## src/verilog/sblcf_defines.svh

```systemverilog
// Offsets, field positions, reset values and timing counts of the
// cycle-timer, channel filter and queue-control register slice.
// Assumes a 32-bit APB with byte addresses.
`ifndef SBLCF_DEFINES_SVH
`define SBLCF_DEFINES_SVH
`define SBLCF_OFF_CTRL     8'h08
`define SBLCF_OFF_MASK     8'h0C
`define SBLCF_OFF_FLAGS    8'h10
`define SBLCF_OFF_TIMER    8'h14
`define SBLCF_OFF_ISO      8'h18
`define SBLCF_OFF_QCTL     8'h1C
`define SBLCF_RST_WORD     32'h0000_0000
`define SBLCF_CTL_TMR_EN   0
`define SBLCF_CTL_MASTER   1
`define SBLCF_CTL_SOURCE   2
`define SBLCF_CTL_ALL_ISO  3
`define SBLCF_CTL_BLK_EN   4
`define SBLCF_CTL_BAD_FL   5
`define SBLCF_CTL_BITS     6
`define SBLCF_FL_BLKRDY    6
`define SBLCF_FL_SEC       20
`define SBLCF_FL_BEGIN     21
`define SBLCF_FL_END       22
`define SBLCF_FL_PEND      23
`define SBLCF_FL_MISS      24
`define SBLCF_FL_CARB      25
`define SBLCF_FL_IARB      31
`define SBLCF_FL_USED      32'h83F0_0040
`define SBLCF_TM_SEC_LSB   0
`define SBLCF_TM_CYC_LSB   7
`define SBLCF_TM_OFF_LSB   20
`define SBLCF_ISO_FIRST_PORT_TAG     0
`define SBLCF_ISO_CH1      2
`define SBLCF_ISO_SECOND_PORT_TAG     8
`define SBLCF_ISO_CH2      10
`define SBLCF_ISO_P1_EN    16
`define SBLCF_ISO_P2_EN    17
`define SBLCF_ISO_TAG_EN   31
`define SBLCF_ISO_USED     32'h8003_FFFF
`define SBLCF_QC_TRIG_LSB  5
`define SBLCF_QC_ATSZ_LSB  14
`define SBLCF_QC_ITSZ_LSB  23
`define SBLCF_OFF_TERM     12'hBFF
`define SBLCF_CYC_LAST     13'h1F3F
`define SBLCF_QBUF_QUADS   10'h200
`endif

```

## src/verilog/sblcf_pkg.sv

```systemverilog
// Types of the cycle-timer, channel filter and queue-control slice.
// Assumes sblcf_defines.svh for offsets, field positions and reset values; field widths are set here.
package sblcf_pkg;
  typedef enum logic [0:0] {
    SBLCF_IDLE = 1'b0,
    SBLCF_RUN  = 1'b1
  } sblcf_phase_t;
  typedef struct packed {
    logic start_sent;
    logic start_rcvd;
    logic sub_gap;
    logic cyc_arb_fail;
    logic iso_arb_fail;
    logic source_tick;
  } sblcf_link_ev_t;
  typedef struct packed {
    logic       valid;
    logic [5:0] channel;
    logic [1:0] tag;
  } sblcf_iso_hdr_t;
  typedef struct packed {
    logic quadlet;
    logic packet_end;
  } sblcf_rx_ev_t;
  typedef struct packed {
    logic flush_async_tx_queue;
    logic flush_iso_tx_queue;
    logic flush_rx_queue;
  } sblcf_flush_t;
  typedef struct packed {
    logic [8:0] async_tx_queue_depth;
    logic [8:0] iso_tx_queue_depth;
    logic [9:0] rx_queue_depth;
    logic [8:0] trigger_size;
  } sblcf_sizes_t;
  typedef struct packed {
    logic [5:0]   ctrl;
    logic [31:0]  mask;
    logic [31:0]  flags;
    logic [11:0]  offset;
    logic [12:0]  cycles;
    logic [6:0]   secs;
    logic [31:0]  iso;
    logic [8:0]   trig;
    logic [8:0]   atsz;
    logic [8:0]   itsz;
    logic [9:0]   rxdepth;
    sblcf_flush_t flush;
    logic         pending;
    sblcf_phase_t phase;
    logic [1:0]   rolls;
    logic [8:0]   qcnt;
    logic         accept;
    logic         blkrdy;
    logic         irq;
    logic [31:0]  rdata;
  } sblcf_state_t;
endpackage

```

## src/verilog/sblcf_regs.sv

```systemverilog
// Cycle event flags, cycle timer, iso channel filter and queue control,
// reached over a zero-wait APB slave.
// Assumes link-layer event pulses and iso headers synchronous to sys_clk.
// Summary of operation
// Seconds field increment sets the second-tick event flag.
// Cycle-start packet sent or received sets the cycle-begin flag.
// Subaction gap after a cycle start sets the cycle-end flag.
// Offset reaching zero raises awaiting flag until the cycle ends.
// Non-master: two rollovers without received start set cycle-missing.
// Lost arbitration for cycle start sets its loss flag.
// Lost arbitration for an iso packet sets its loss flag.
// Timer word: seconds low, cycle count middle, offset high.
// Source and enable steer the writable, zero-reset timer; master only affects R5.
// Accept-all setting passes every iso channel, ignoring the filter.
// First port enabled accepts packets matching its channel field.
// Second port enabled accepts packets matching its channel field.
// Tag compare on: tag and channel of one port must both match.
// Writing one to a flush bit empties that queue; bit self-clears.
// Trigger size splits received packets unless disabled or flushing.
// Async transmit size allocates quadlets, software keeps limits.
// Iso transmit size allocates quadlets under the same limits.
// Receive queue gets 512 minus both transmit allocations.
// Block-ready marks a trigger block or whole packet accepted.
// Event flags stay until cleared; mask gates them to interrupt.
// Offset wraps into cycle count; cycle count wraps at 8000.
`timescale 1ns/1ps
`include "sblcf_defines.svh"
module sblcf_regs (
  input  wire logic                  sys_clk,
  input  wire logic                  resetn,
  input  wire logic                  psel,
  input  wire logic                  penable,
  input  wire logic                  pwrite,
  input  wire logic [7:0]            paddr,
  input  wire logic [31:0]           pwdata,
  input  wire logic [3:0]            pstrb,
  output logic      [31:0]           prdata,
  output logic                       pready,
  output logic                       pslverr,
  input  wire sblcf_pkg::sblcf_link_ev_t link_ev,
  input  wire sblcf_pkg::sblcf_iso_hdr_t iso_hdr,
  input  wire sblcf_pkg::sblcf_rx_ev_t   rx_ev,
  output logic                       iso_accept,
  output logic                       receive_block_ready,
  output sblcf_pkg::sblcf_flush_t    flush,
  output sblcf_pkg::sblcf_sizes_t    sizes,
  output logic      [31:0]           cycle_time,
  output logic                       irq
);
  import sblcf_pkg::*;

  logic         rst_s1;
  logic         rst_n;
  sblcf_state_t st_reg;
  sblcf_state_t st_next;
  logic         hit;
  logic         wr;
  logic [31:0]  wmask;
  logic [31:0]  rflags;
  logic [31:0]  rmux;
  logic         roll;
  logic         start_any;
  logic         done_ev;
  logic         trig_on;
  logic [8:0]   qinc;
  logic         m1;
  logic         m2;
  logic [9:0]   tx_sum;
  logic [31:0]  set_fl;

  // Reset release through two flops
  always_ff @(posedge sys_clk or negedge resetn)
  begin
    if (!resetn)
    begin
      rst_s1 <= 1'b0;
      rst_n  <= 1'b0;
    end
    else
    begin
      rst_s1 <= 1'b1;
      rst_n  <= rst_s1;
    end
  end

  always_comb
  begin
    st_next   = st_reg;
    hit       = (paddr == `SBLCF_OFF_CTRL) || (paddr == `SBLCF_OFF_MASK) ||
                (paddr == `SBLCF_OFF_FLAGS) || (paddr == `SBLCF_OFF_TIMER) ||
                (paddr == `SBLCF_OFF_ISO) || (paddr == `SBLCF_OFF_QCTL);
    wr        = psel && penable && pwrite && hit;
    wmask     = {{8{pstrb[3]}}, {8{pstrb[2]}}, {8{pstrb[1]}}, {8{pstrb[0]}}};
    rflags    = st_reg.flags;
    rflags[`SBLCF_FL_PEND] = st_reg.pending;
    set_fl    = 32'h0000_0000;
    // Read data captured in the setup phase
    rmux = 32'h0000_0000;
    unique case (paddr)
      `SBLCF_OFF_CTRL:  rmux = {26'h0, st_reg.ctrl};
      `SBLCF_OFF_MASK:  rmux = st_reg.mask;
      `SBLCF_OFF_FLAGS: rmux = rflags;
      `SBLCF_OFF_TIMER: rmux = {st_reg.offset, st_reg.cycles,
                                st_reg.secs};
      `SBLCF_OFF_ISO:   rmux = st_reg.iso;
      `SBLCF_OFF_QCTL:  rmux = {st_reg.itsz, st_reg.atsz, st_reg.trig,
                                5'h00};
      default:          rmux = 32'h0000_0000;
    endcase
    if (psel && !penable)
      st_next.rdata = rmux;

    // Cycle timer
    roll = 1'b0;
    if (st_reg.ctrl[`SBLCF_CTL_TMR_EN])
    begin
      if (st_reg.ctrl[`SBLCF_CTL_SOURCE])
        roll = link_ev.source_tick;
      else
        roll = (st_reg.offset == `SBLCF_OFF_TERM);
      st_next.offset = roll ? 12'h000 : 12'(st_reg.offset + 12'h001);
      if (roll)
      begin
        set_fl[`SBLCF_FL_PEND] = 1'b1;
        if (st_reg.cycles == `SBLCF_CYC_LAST)
        begin
          st_next.cycles = 13'h0000;
          st_next.secs   = 7'(st_reg.secs + 7'h01);
          set_fl[`SBLCF_FL_SEC] = 1'b1;
        end
        else
          st_next.cycles = 13'(st_reg.cycles + 13'h0001);
      end
    end
    if (wr && paddr == `SBLCF_OFF_TIMER)
    begin
      st_next.offset = (st_reg.offset & ~wmask[31:20]) |
                       (pwdata[31:20] & wmask[31:20]);
      st_next.cycles = (st_reg.cycles & ~wmask[19:7]) |
                       (pwdata[19:7] & wmask[19:7]);
      st_next.secs   = (st_reg.secs & ~wmask[6:0]) |
                       (pwdata[6:0] & wmask[6:0]);
      if (st_next.offset == 12'h000)
        set_fl[`SBLCF_FL_PEND] = 1'b1;
    end

    // Cycle phase and loss tracking
    start_any = link_ev.start_sent || link_ev.start_rcvd;
    done_ev   = (st_reg.phase == SBLCF_RUN) && link_ev.sub_gap && !start_any;
    if (start_any)
    begin
      st_next.phase = SBLCF_RUN;
      set_fl[`SBLCF_FL_BEGIN] = 1'b1;
    end
    else if (done_ev)
    begin
      st_next.phase = SBLCF_IDLE;
      set_fl[`SBLCF_FL_END] = 1'b1;
    end
    if (set_fl[`SBLCF_FL_PEND])
      st_next.pending = 1'b1;
    else if (done_ev)
      st_next.pending = 1'b0;
    if (st_reg.ctrl[`SBLCF_CTL_MASTER] || link_ev.start_rcvd)
      st_next.rolls = 2'h0;
    else if (roll && st_reg.rolls == 2'h1)
    begin
      st_next.rolls = 2'h0;
      set_fl[`SBLCF_FL_MISS] = 1'b1;
    end
    else if (roll)
      st_next.rolls = 2'h1;
    set_fl[`SBLCF_FL_CARB] = link_ev.cyc_arb_fail;
    set_fl[`SBLCF_FL_IARB] = link_ev.iso_arb_fail;

    // Iso channel filter
    m1 = st_reg.iso[`SBLCF_ISO_P1_EN] &&
         iso_hdr.channel == st_reg.iso[`SBLCF_ISO_CH1 +: 6] &&
         (!st_reg.iso[`SBLCF_ISO_TAG_EN] ||
          iso_hdr.tag == st_reg.iso[`SBLCF_ISO_FIRST_PORT_TAG +: 2]);
    m2 = st_reg.iso[`SBLCF_ISO_P2_EN] &&
         iso_hdr.channel == st_reg.iso[`SBLCF_ISO_CH2 +: 6] &&
         (!st_reg.iso[`SBLCF_ISO_TAG_EN] ||
          iso_hdr.tag == st_reg.iso[`SBLCF_ISO_SECOND_PORT_TAG +: 2]);
    st_next.accept = iso_hdr.valid &&
                     (st_reg.ctrl[`SBLCF_CTL_ALL_ISO] || m1 || m2);

    // Receive block counting
    trig_on = st_reg.ctrl[`SBLCF_CTL_BLK_EN] &&
              !st_reg.ctrl[`SBLCF_CTL_BAD_FL] &&
              st_reg.trig != 9'h000;
    qinc = rx_ev.quadlet ? 9'(st_reg.qcnt + 9'h001) : st_reg.qcnt;
    st_next.blkrdy = 1'b0;
    st_next.qcnt   = qinc;
    if (trig_on && rx_ev.quadlet && qinc == st_reg.trig)
    begin
      st_next.blkrdy = 1'b1;
      st_next.qcnt   = 9'h000;
    end
    else if (rx_ev.packet_end)
    begin
      st_next.blkrdy = !trig_on || qinc != 9'h000;
      st_next.qcnt   = 9'h000;
    end
    if (st_next.blkrdy)
      set_fl[`SBLCF_FL_BLKRDY] = 1'b1;

    // Flush pulses last one cycle
    st_next.flush = '0;
    if (wr && paddr == `SBLCF_OFF_QCTL)
    begin
      st_next.flush = {pwdata[0] & wmask[0], pwdata[1] & wmask[1],
                       pwdata[2] & wmask[2]};
      st_next.trig  = (st_reg.trig & ~wmask[13:5]) |
                      (pwdata[13:5] & wmask[13:5]);
      st_next.atsz  = (st_reg.atsz & ~wmask[22:14]) |
                      (pwdata[22:14] & wmask[22:14]);
      st_next.itsz  = (st_reg.itsz & ~wmask[31:23]) |
                      (pwdata[31:23] & wmask[31:23]);
      if (pwdata[2] && wmask[2])
        st_next.qcnt = 9'h000;
    end
    tx_sum = {1'b0, st_reg.atsz} + {1'b0, st_reg.itsz};
    st_next.rxdepth = (tx_sum > `SBLCF_QBUF_QUADS) ? 10'h000 :
                      10'(`SBLCF_QBUF_QUADS - tx_sum);

    // Other software registers
    if (wr && paddr == `SBLCF_OFF_CTRL)
      st_next.ctrl = (st_reg.ctrl & ~wmask[5:0]) | (pwdata[5:0] & wmask[5:0]);
    if (wr && paddr == `SBLCF_OFF_MASK)
      st_next.mask = ((st_reg.mask & ~wmask) | (pwdata & wmask)) &
                     `SBLCF_FL_USED;
    if (wr && paddr == `SBLCF_OFF_ISO)
      st_next.iso = ((st_reg.iso & ~wmask) | (pwdata & wmask)) &
                    `SBLCF_ISO_USED;

    // Sticky flags, set wins over write-one clear
    if (wr && paddr == `SBLCF_OFF_FLAGS)
      st_next.flags = st_reg.flags & ~(pwdata & wmask);
    st_next.flags = (st_next.flags | set_fl) & `SBLCF_FL_USED;
    st_next.flags[`SBLCF_FL_PEND] = 1'b0;
    st_next.irq = |(rflags & st_reg.mask);
  end

  always_ff @(posedge sys_clk or negedge rst_n)
  begin
    if (!rst_n)
    begin
      st_reg         <= '0;
      st_reg.phase   <= SBLCF_IDLE;
      st_reg.rxdepth <= `SBLCF_QBUF_QUADS;
    end
    else
      st_reg <= st_next;
  end

  assign prdata              = st_reg.rdata;
  assign pready              = psel && penable;
  assign pslverr             = psel && penable && !hit;
  assign iso_accept          = st_reg.accept;
  assign receive_block_ready = st_reg.blkrdy;
  assign flush               = st_reg.flush;
  assign sizes               = {st_reg.atsz, st_reg.itsz, st_reg.rxdepth,
                                st_reg.trig};
  assign cycle_time          = {st_reg.offset, st_reg.cycles, st_reg.secs};
  assign irq                 = st_reg.irq;
endmodule // sblcf_regs

```

## config.mk

```make
export PLATFORM = sky130hd
export DESIGN_NAME = sblcf_regs
export DESIGN_NICKNAME = d
export VERILOG_FILES = /design/src/verilog/sblcf_pkg.sv /design/src/verilog/sblcf_regs.sv
export VERILOG_INCLUDE_DIRS = /design/src /design/src/verilog
export SDC_FILE = /design/constraint.sdc
export NUM_CORES = 1
export LEC_CHECK = 0
export ABC_CLOCK_PERIOD_IN_PS = 5600
export BUFFER_PORTS_ARGS = -buffer_cell sky130_fd_sc_hd__buf_2
export CAP_MARGIN = 0
export CORE_ASPECT_RATIO = 1.25
export CORE_MARGIN = 10
export CORE_UTILIZATION = 55
export CTS_BUF_LIST = sky130_fd_sc_hd__clkbuf_4 sky130_fd_sc_hd__clkbuf_8 sky130_fd_sc_hd__clkbuf_16
export DETAILED_ROUTE_END_ITERATION = 10
export GPL_ROUTABILITY_DRIVEN = 0
export HOLD_SLACK_MARGIN = 0.15
export MAX_ROUTING_LAYER = met4
export PLACE_DENSITY_LB_ADDON = 0.05
export SETUP_SLACK_MARGIN = 0.05
export SLEW_MARGIN = 20
export SYNTH_ARGS = -nofsm -noshare
export SYNTH_HDL_FRONTEND = slang
export SYNTH_SLANG_ARGS = --single-unit
```

## constraint.sdc

```tcl
create_clock -name sys_clk -period 5.6 [get_ports sys_clk]
set_clock_uncertainty 0.1 [all_clocks]
set_input_delay 1.68 -clock sys_clk [delete_from_list [all_inputs] [get_ports sys_clk]]
set_output_delay 1.68 -clock sys_clk [all_outputs]
set_load 0.02 [all_outputs]
```

# Yosys cells after proc, flatten, opt, wreduce, memory -nomap -nowiden
# Cells that the tools add are included.
dict set report word_totals {
  register_bits 162
}
dict set report op_classes {
  n_addsub 6
  n_lt_le_gt_ge 1
  eq_ne 14
  mux 39
  n_bitwise 41
  n_reduce_logical 54
}
# cell count
set op_table {}
lappend op_table {{$pmux W32 S6} 1}
lappend op_table {{$and A32 B32 Y32} 5}
lappend op_table {{$mux W32} 3}
lappend op_table {{$or A32 B32 Y32} 3}
lappend op_table {{$not A32 Y32} 2}
lappend op_table {{$and A9 B9 Y9} 6}
lappend op_table {{$mux W9} 5}
lappend op_table {{$eq A8 B5 Y1 const B} 4}
lappend op_table {{$reduce_or A32 Y1} 1}
lappend op_table {{$not A9 Y9} 3}
lappend op_table {{$or A9 B9 Y9} 3}
lappend op_table {{$and A13 B13 Y13} 2}
lappend op_table {{$and A12 B12 Y12} 2}
lappend op_table {{$logic_and A1 B1 Y1} 24}
lappend op_table {{$mux W1} 21}
lappend op_table {{$mux W20} 1}
lappend op_table {{$reduce_bool A9 Y1} 2}
lappend op_table {{$eq A8 B4 Y1 const B} 2}
lappend op_table {{$and A7 B7 Y7} 2}
lappend op_table {{$add A13 B1 Y13 const B} 1}
lappend op_table {{$eq A13 B13 Y1 const B} 1}
lappend op_table {{$mux W13} 1}
lappend op_table {{$not A13 Y13} 1}
lappend op_table {{$or A13 B13 Y13} 1}
lappend op_table {{other kinds (31)} 58}

# Logic depth before layout (Yosys ltp)
# Gate-level depths: netlist of run 1.
dict set report logic_depth {
  word_depth 10
  depth_mapped 10
}

# Worst setup path before layout of run 1
# No wires, ideal clock.
dict set report synth_path {
  path_kind {input to output}
  start {input port paddr[5]}
  end {output port pslverr}
  t_arrival_ps 2196
  t_required_ps 3820
  path_slack_ps 1624
  cell_stages 3
  path_cell_list {nor3_1 > o211ai_1 > and2_1}
}
dict set report synth_between {
  elab_chain_cells 8
  elab_cells_between_ends 13
}
# item line_no
set synth_lines {}
lappend synth_lines {{start, declared} sblcf_regs.sv:34} ;# input wire logic [7:0] paddr,
lappend synth_lines {{$eq A8 B4 Y1 (no line)} -}
lappend synth_lines {{$logic_or A1 B1 Y1 (4 in a row)} sblcf_regs.sv:89} ;# hit = (paddr == `SBLCF_OFF_CTRL) || (paddr == `SBLCF_OFF_MASK) ||
lappend synth_lines {{$logic_or A1 B1 Y1 (*)} sblcf_regs.sv:89}
lappend synth_lines {{$logic_not A1 Y1 (*)} sblcf_regs.sv:259} ;# assign pslverr = psel && penable && !hit;
lappend synth_lines {{$logic_and A1 B1 Y1 (*)} sblcf_regs.sv:259}
lappend synth_lines {{end, declared} sblcf_regs.sv:39} ;# output logic pslverr,
# Every way passes the cells marked *; elsewhere a longest branch is shown, timed or not.

# Worst setup path in the final report of run 1
# Same ends and word-level chain as after synthesis.

==> results of run 1 <==
==> power by group through the flow <==
stage | clock network (µW) | logic [µW] | registers [µW]
detailed placement | 0 | 111 | 1210
finish | 1150 | 111 | 1190
floorplan | 0 | 48.3 | 1210
CTS | 1160 | 111 | 1190
global placement | 0 | 110 | 1210
global route | 1220 | 123 | 1190
==> final timing paths <==
kind	slack [ns]	startpoint	endpoint	depth (start not counted)
setup / recovery	1.33	paddr[5]	pslverr	5
hold / removal	0.25	rst_s1	rst_n	0
setup reg to reg	2.65	flip-flop	sizes[11]	10
hold reg to reg	0.25	rst_s1	rst_n	0
max in group asynchronous	4.03	rst_n	cycle_time[28]	1
min in group asynchronous	0.38	rst_n	asynchronous set/reset pin	0
==> Yosys cell counts, types with 4 or more instances <==
master and n:
nor3b_1 4, inv_1 16, clkbuf_1 25, ha_1 14, dfrtp_1 160, buf_2 9
a221o_1 7, xor2_1 22, a211oi_1 5, a21o_1 9, nor2b_1 5, mux2i_1 6
xnor2_1 28, a222oi_1 21, nand2_1 105, nor4b_1 4, o211ai_1 14, o311ai_0 5
nand3_1 37, and3_1 13, buf_4 105, o22ai_1 5, or3_1 5, nor4_1 13
mux2_2 61, nor2_1 52, a221oi_1 4, o21ai_0 46, nand4_1 9, and2_1 18
a21oi_1 25, a22oi_1 14, nor3_1 13
==> per-layer routing <==
layer,track usage,wire (µm),vias up
met2,0.404,13800,304
li1,-,-,3452
met4,0.0863,709,0
met3,0.0518,1860,50
met1,0.301,11300,3718
met5,-,0,-
==> worst max-delay path, cell delays in order <==
cell,delay (ns)
buf_2,0.13
nor3_1,0.20
o211ai_1,0.15
and2_1,0.18
buf_2,0.15
==> cells by family after synthesis <==
| group | Yosys count | synth area share |
|---|---|---|
| compound gates | 191 | 0.146 |
| fa+ha+maj | 15 | 0.0209 |
| simple gates | 300 | 0.163 |
| other cells | 1 | 0.000401 |
| buf+inv | 159 | 0.107 |
| flops | 161 | 0.431 |
| xor+xnor | 52 | 0.0516 |
| mux | 67 | 0.0798 |
==> area by class of cell <==
| type | instances | area share |
|---|---|---|
| clock buffer | 18 | 0.0430 |
| clock inverter | 14 | 0.0129 |
| sequential | 161 | 0.395 |
| tap | 220 | 0.0270 |
| multi-input combinational | 626 | 0.424 |
| timing repair buffer | 182 | 0.0924 |
| inverter | 16 | 0.00588 |
==> metrics by stage <==
step | cells | power, µW
2_1_floorplan | 946 | 1260
5_1_grt | 1237 | 2530
6_report | 1237 | 2450
3_3_place_gp | 1205 | 1320
4_1_cts | 1237 | 2460
3_5_place_dp | 1205 | 1320
==> impl_metrics.ini, run 1 <==
[clock_network]
root_buffer = clkbuf_16
clockBufferDepth = 2
cts_setup_buffers = 0
cts_tree = built
cts_buffers = 17
clock_sinks = 161
cts_resized = 0
cts_hold_buffers = 0
htree_levels = 4
path_clk_slew_ns = 0.07
worstSkewPairLatency_ns = 0.44

[worst_setup_path]
critPathArrivalTime_ns = 2.49
endpoint_kind = primary output
critPathLaunchType = primary input
cp_max_fo = 3
required_ns = 3.82
critPathKind = in2out

[sta]
finalHoldViolations = 0
slew_viol_final = 0
max_freq_mhz = 234
maxSlewHeadroom = 0.336
rsz0062_at_grt = no
period_share = 0.763
final.setup.tns_ns = 0
finalCriticalPeriod_ns = 4.27
setup_ws_ns = 1.33
holdWs_ns = 0.252
tightest_slew_ns = 0.997
finalSetupViolations = 0

[power]
ir_drop_mv = 0.164
comb_power_share = 0.045
clkPwrFrac = 0.469
p_int_uw = 1810
powerDensity_nw_per_um2 = 240
seqPwrFrac = 0.486
p_sw_frac = 0.259
p_leak_uw = 0.00495
switchingPower_uw = 634

[synthesis]
async_reset_ff_frac = 1.00
synth_flop_cell = dfrtp_1
seq_area_frac_synth = 0.431
syn_inst = 946
synth_fp_nets = 1027
synth_cell_type_count = 72
yosysWarnings = 0
ys_ff_latch = 161
synth.avg_cell_area_um2 = 9.89
synth-edff-count = 0
synth_top_area_frac = 0.428
synth.largest_area_cell = dfrtp_1
syn_area_um2 = 9360
synthTopCellsByArea = dfrtp_1, buf_4, mux2_2

[drt]
drc = 0
totalWireLength_mm = 27.7
routed-via-count = 7524
ant_nets = 0
firstDrtPassIters = 6
via_per_inst = 6.08
drtIter0Drc = 754
post_drt_wl_per_cell_um = 22.4

[outcome]
status = finished, final reports clean

[finish]
seq_area_um2 = 4030
syn_to_final_growth_pct = 9.05
final_common_cell = buf_2
fillers = 1493
final_area_um2 = 10200
final_cell_mix = buf_2, dfrtp_1, nand2_1, mux2_2, nor2_1
post-route-util = 0.608
diodes = 0
layout-drive-gt1-share = 0.291
nNetsFinal = 1085
multi_input_area_um2 = 4320

[placed_design]
place_worst_setup_slack_ns = 1.33
placed_cell_area_um2 = 9640
io_buffers = 174
dpl.hpwl_mm = 20.7

[floorplan]
core-area_um2 = 16800
placementRows = 53
io_pins = 175
die-height_um = 166
dieWidth_um = 137
start_util = 0.558
design.die.area_um2 = 22700

[flow_run]
max_cap_violations = 0

[global_routing]
grt_pass1_vias = 7530
antenna_found_initial = 0
grt_usage = 0.250
grt_overflow = 0
grt_max_degree = 88
grt_first_pass_wirelength_mm = 43.2

[worst_hold_path]
hold_path.class = reg2reg
No activity file was read; power rests on OpenSTA's default activity.
==> run 2: changes to the inputs <==
ABC_CLOCK_PERIOD_IN_PS = 4070   (was 5600)
clock period = 4.07 ns   (was 5.6 ns; I/O delays follow)
==> run 2 against run 1 <==
Net effect:
- clock power up 33%
- non-clock buffer count rose by 5
- first-iteration DRC count increased by 4.2%
- sequential share of layout area barely moved
- design area increased by 0.11%
- clock-buffer cell count stayed put
- global-route usage rose by 0.21 points
- setup slack got worse by 0.60 ns
- core utilization is 0.067 points higher
- register-to-register slack worse by 1.8 ns
- hold slack better by 0.0056 ns
- wire length is 0.65% higher
==> impl_metrics.ini, run 2 (synthesis gave the netlist of run 1 again) <==
[outcome]
status = finished, final reports clean

[placed_design]
post-place-cells = 1210
io_buffers = 174
dpl.hpwl_mm = 21.1
placed_cell_area_um2 = 9660

[clock_network]
cts_tree = built
cts_resized = 0
cts_hold_buffers = 0
clock_sinks = 161
cts_setup_buffers = 0
root_buffer = clkbuf_16
htree_levels = 4
path_clk_slew_ns = 0.07
cts_buffers = 17
worstSkewPairLatency_ns = 0.44
clockBufferDepth = 2

[global_routing]
antenna_found_initial = 1
grt_usage = 0.252
grt_first_pass_wirelength_mm = 43.6
grt_max_degree = 62
grt_pass1_vias = 7740
grt_overflow = 0

[worst_setup_path]
r2r_cells = 9
required_ns = 2.75
critPathArrivalTime_ns = 2.02
endpoint_kind = primary output
critPathLaunchType = primary input
cp_max_fo = 3
critPathKind = in2out

[power]
switchingPower_uw = 851
p_leak_uw = 0.00495
seqPwrFrac = 0.492
powerDensity_nw_per_um2 = 325
power.total_uw = 3320
comb_power_share = 0.047
ir_drop_mv = 0.268
clkPwrFrac = 0.461
p_int_uw = 2470
p_sw_frac = 0.256

[finish]
nNetsFinal = 1090
final_area_um2 = 10200
final_common_cell = buf_2
layout-drive-gt1-share = 0.295
final_cells = 1243
final_cell_mix = buf_2, dfrtp_1, nand2_1, mux2_2, nor2_1
syn_to_final_growth_pct = 9.17

[floorplan]
start_util = 0.558
placementRows = 53
dieWidth_um = 137
core-area_um2 = 16800
die-height_um = 166
io_pins = 175
design.die.area_um2 = 22700

[sta]
maxSlewHeadroom = 0.456
finalHoldViolations = 0
max_freq_mhz = 299
finalCriticalPeriod_ns = 3.34
period_share = 0.822
tightest_slew_ns = 0.816
final.setup.tns_ns = 0
rsz0062_at_grt = no
slew_viol_final = 0
finalSetupViolations = 0

[worst_hold_path]
min_path_cells = 0
hold_path.class = reg2reg

[drt]
totalWireLength_mm = 27.8
drtIter0Drc = 786
post_drt_wl_per_cell_um = 22.4
via_per_inst = 6.13
ant_nets = 0
drc = 0
routed-via-count = 7621
firstDrtPassIters = 8

[flow_run]
max_cap_violations = 0
==> run 2: power groups by stage <==
| stage | combinational, µW | sequential (µW) | clock (µW) |
|---|---|---|---|
| 6_report | 155 | 1630 | 1530 |
| 5_1_grt | 171 | 1640 | 1620 |
| 3_5_place_dp | 156 | 1670 | 0 |
| 4_1_cts | 156 | 1640 | 1550 |
| 3_3_place_gp | 155 | 1670 | 0 |
| 2_1_floorplan | 66.4 | 1670 | 0 |
==> run 2: worst max-delay path, stage by stage <==
cell and delay, ns:
buf_2 0.13, nor3_1 0.18, o211ai_1 0.15, and2_1 0.19
buf_2 0.15
==> run 2: worst paths after layout <==
kind / from / end / slack (ns)
worst max-delay path: paddr[5] / pslverr / 0.73
worst min-delay path: rst_s1 / rst_n / 0.26
worst max register to register: cycle_time[21] / flip-flop / 0.86
worst min register to register: rst_s1 / rst_n / 0.26
max in group asynchronous: rst_n / asynchronous set/reset pin / 2.53
min in group asynchronous: rst_n / asynchronous set/reset pin / 0.32
==> run 2: per-layer routing <==
layer | GRT usage | up-vias | share of wire
met5 | - | - | 0
met4 | 0.0988 | 0 | 0.031
met3 | 0.0502 | 61 | 0.075
met2 | 0.405 | 355 | 0.49
met1 | 0.303 | 3742 | 0.40
li1 | - | 3463 | -
==> run 2: layout make-up <==
cell class	instances	area, µm²
inverter	16	60.1
multi-input combinational	626	4320
fill	1480	6560
clock inverter	14	121
timing repair buffer	187	968
tap	220	275
sequential	161	4030
clock buffer	18	433
antenna	1	2.50
==> run 2: per-stage QoR <==
step | hold slack [ns] | utilization | setup slack (ns)
floorplan | 0.231 | - | 1.01
global placement | 0.238 | 0.576 | 0.450
detailed placement | 0.239 | 0.576 | 0.454
CTS | 0.260 | 0.609 | 0.723
global route | 0.263 | 0.609 | 0.605
finish | 0.258 | 0.609 | 0.726
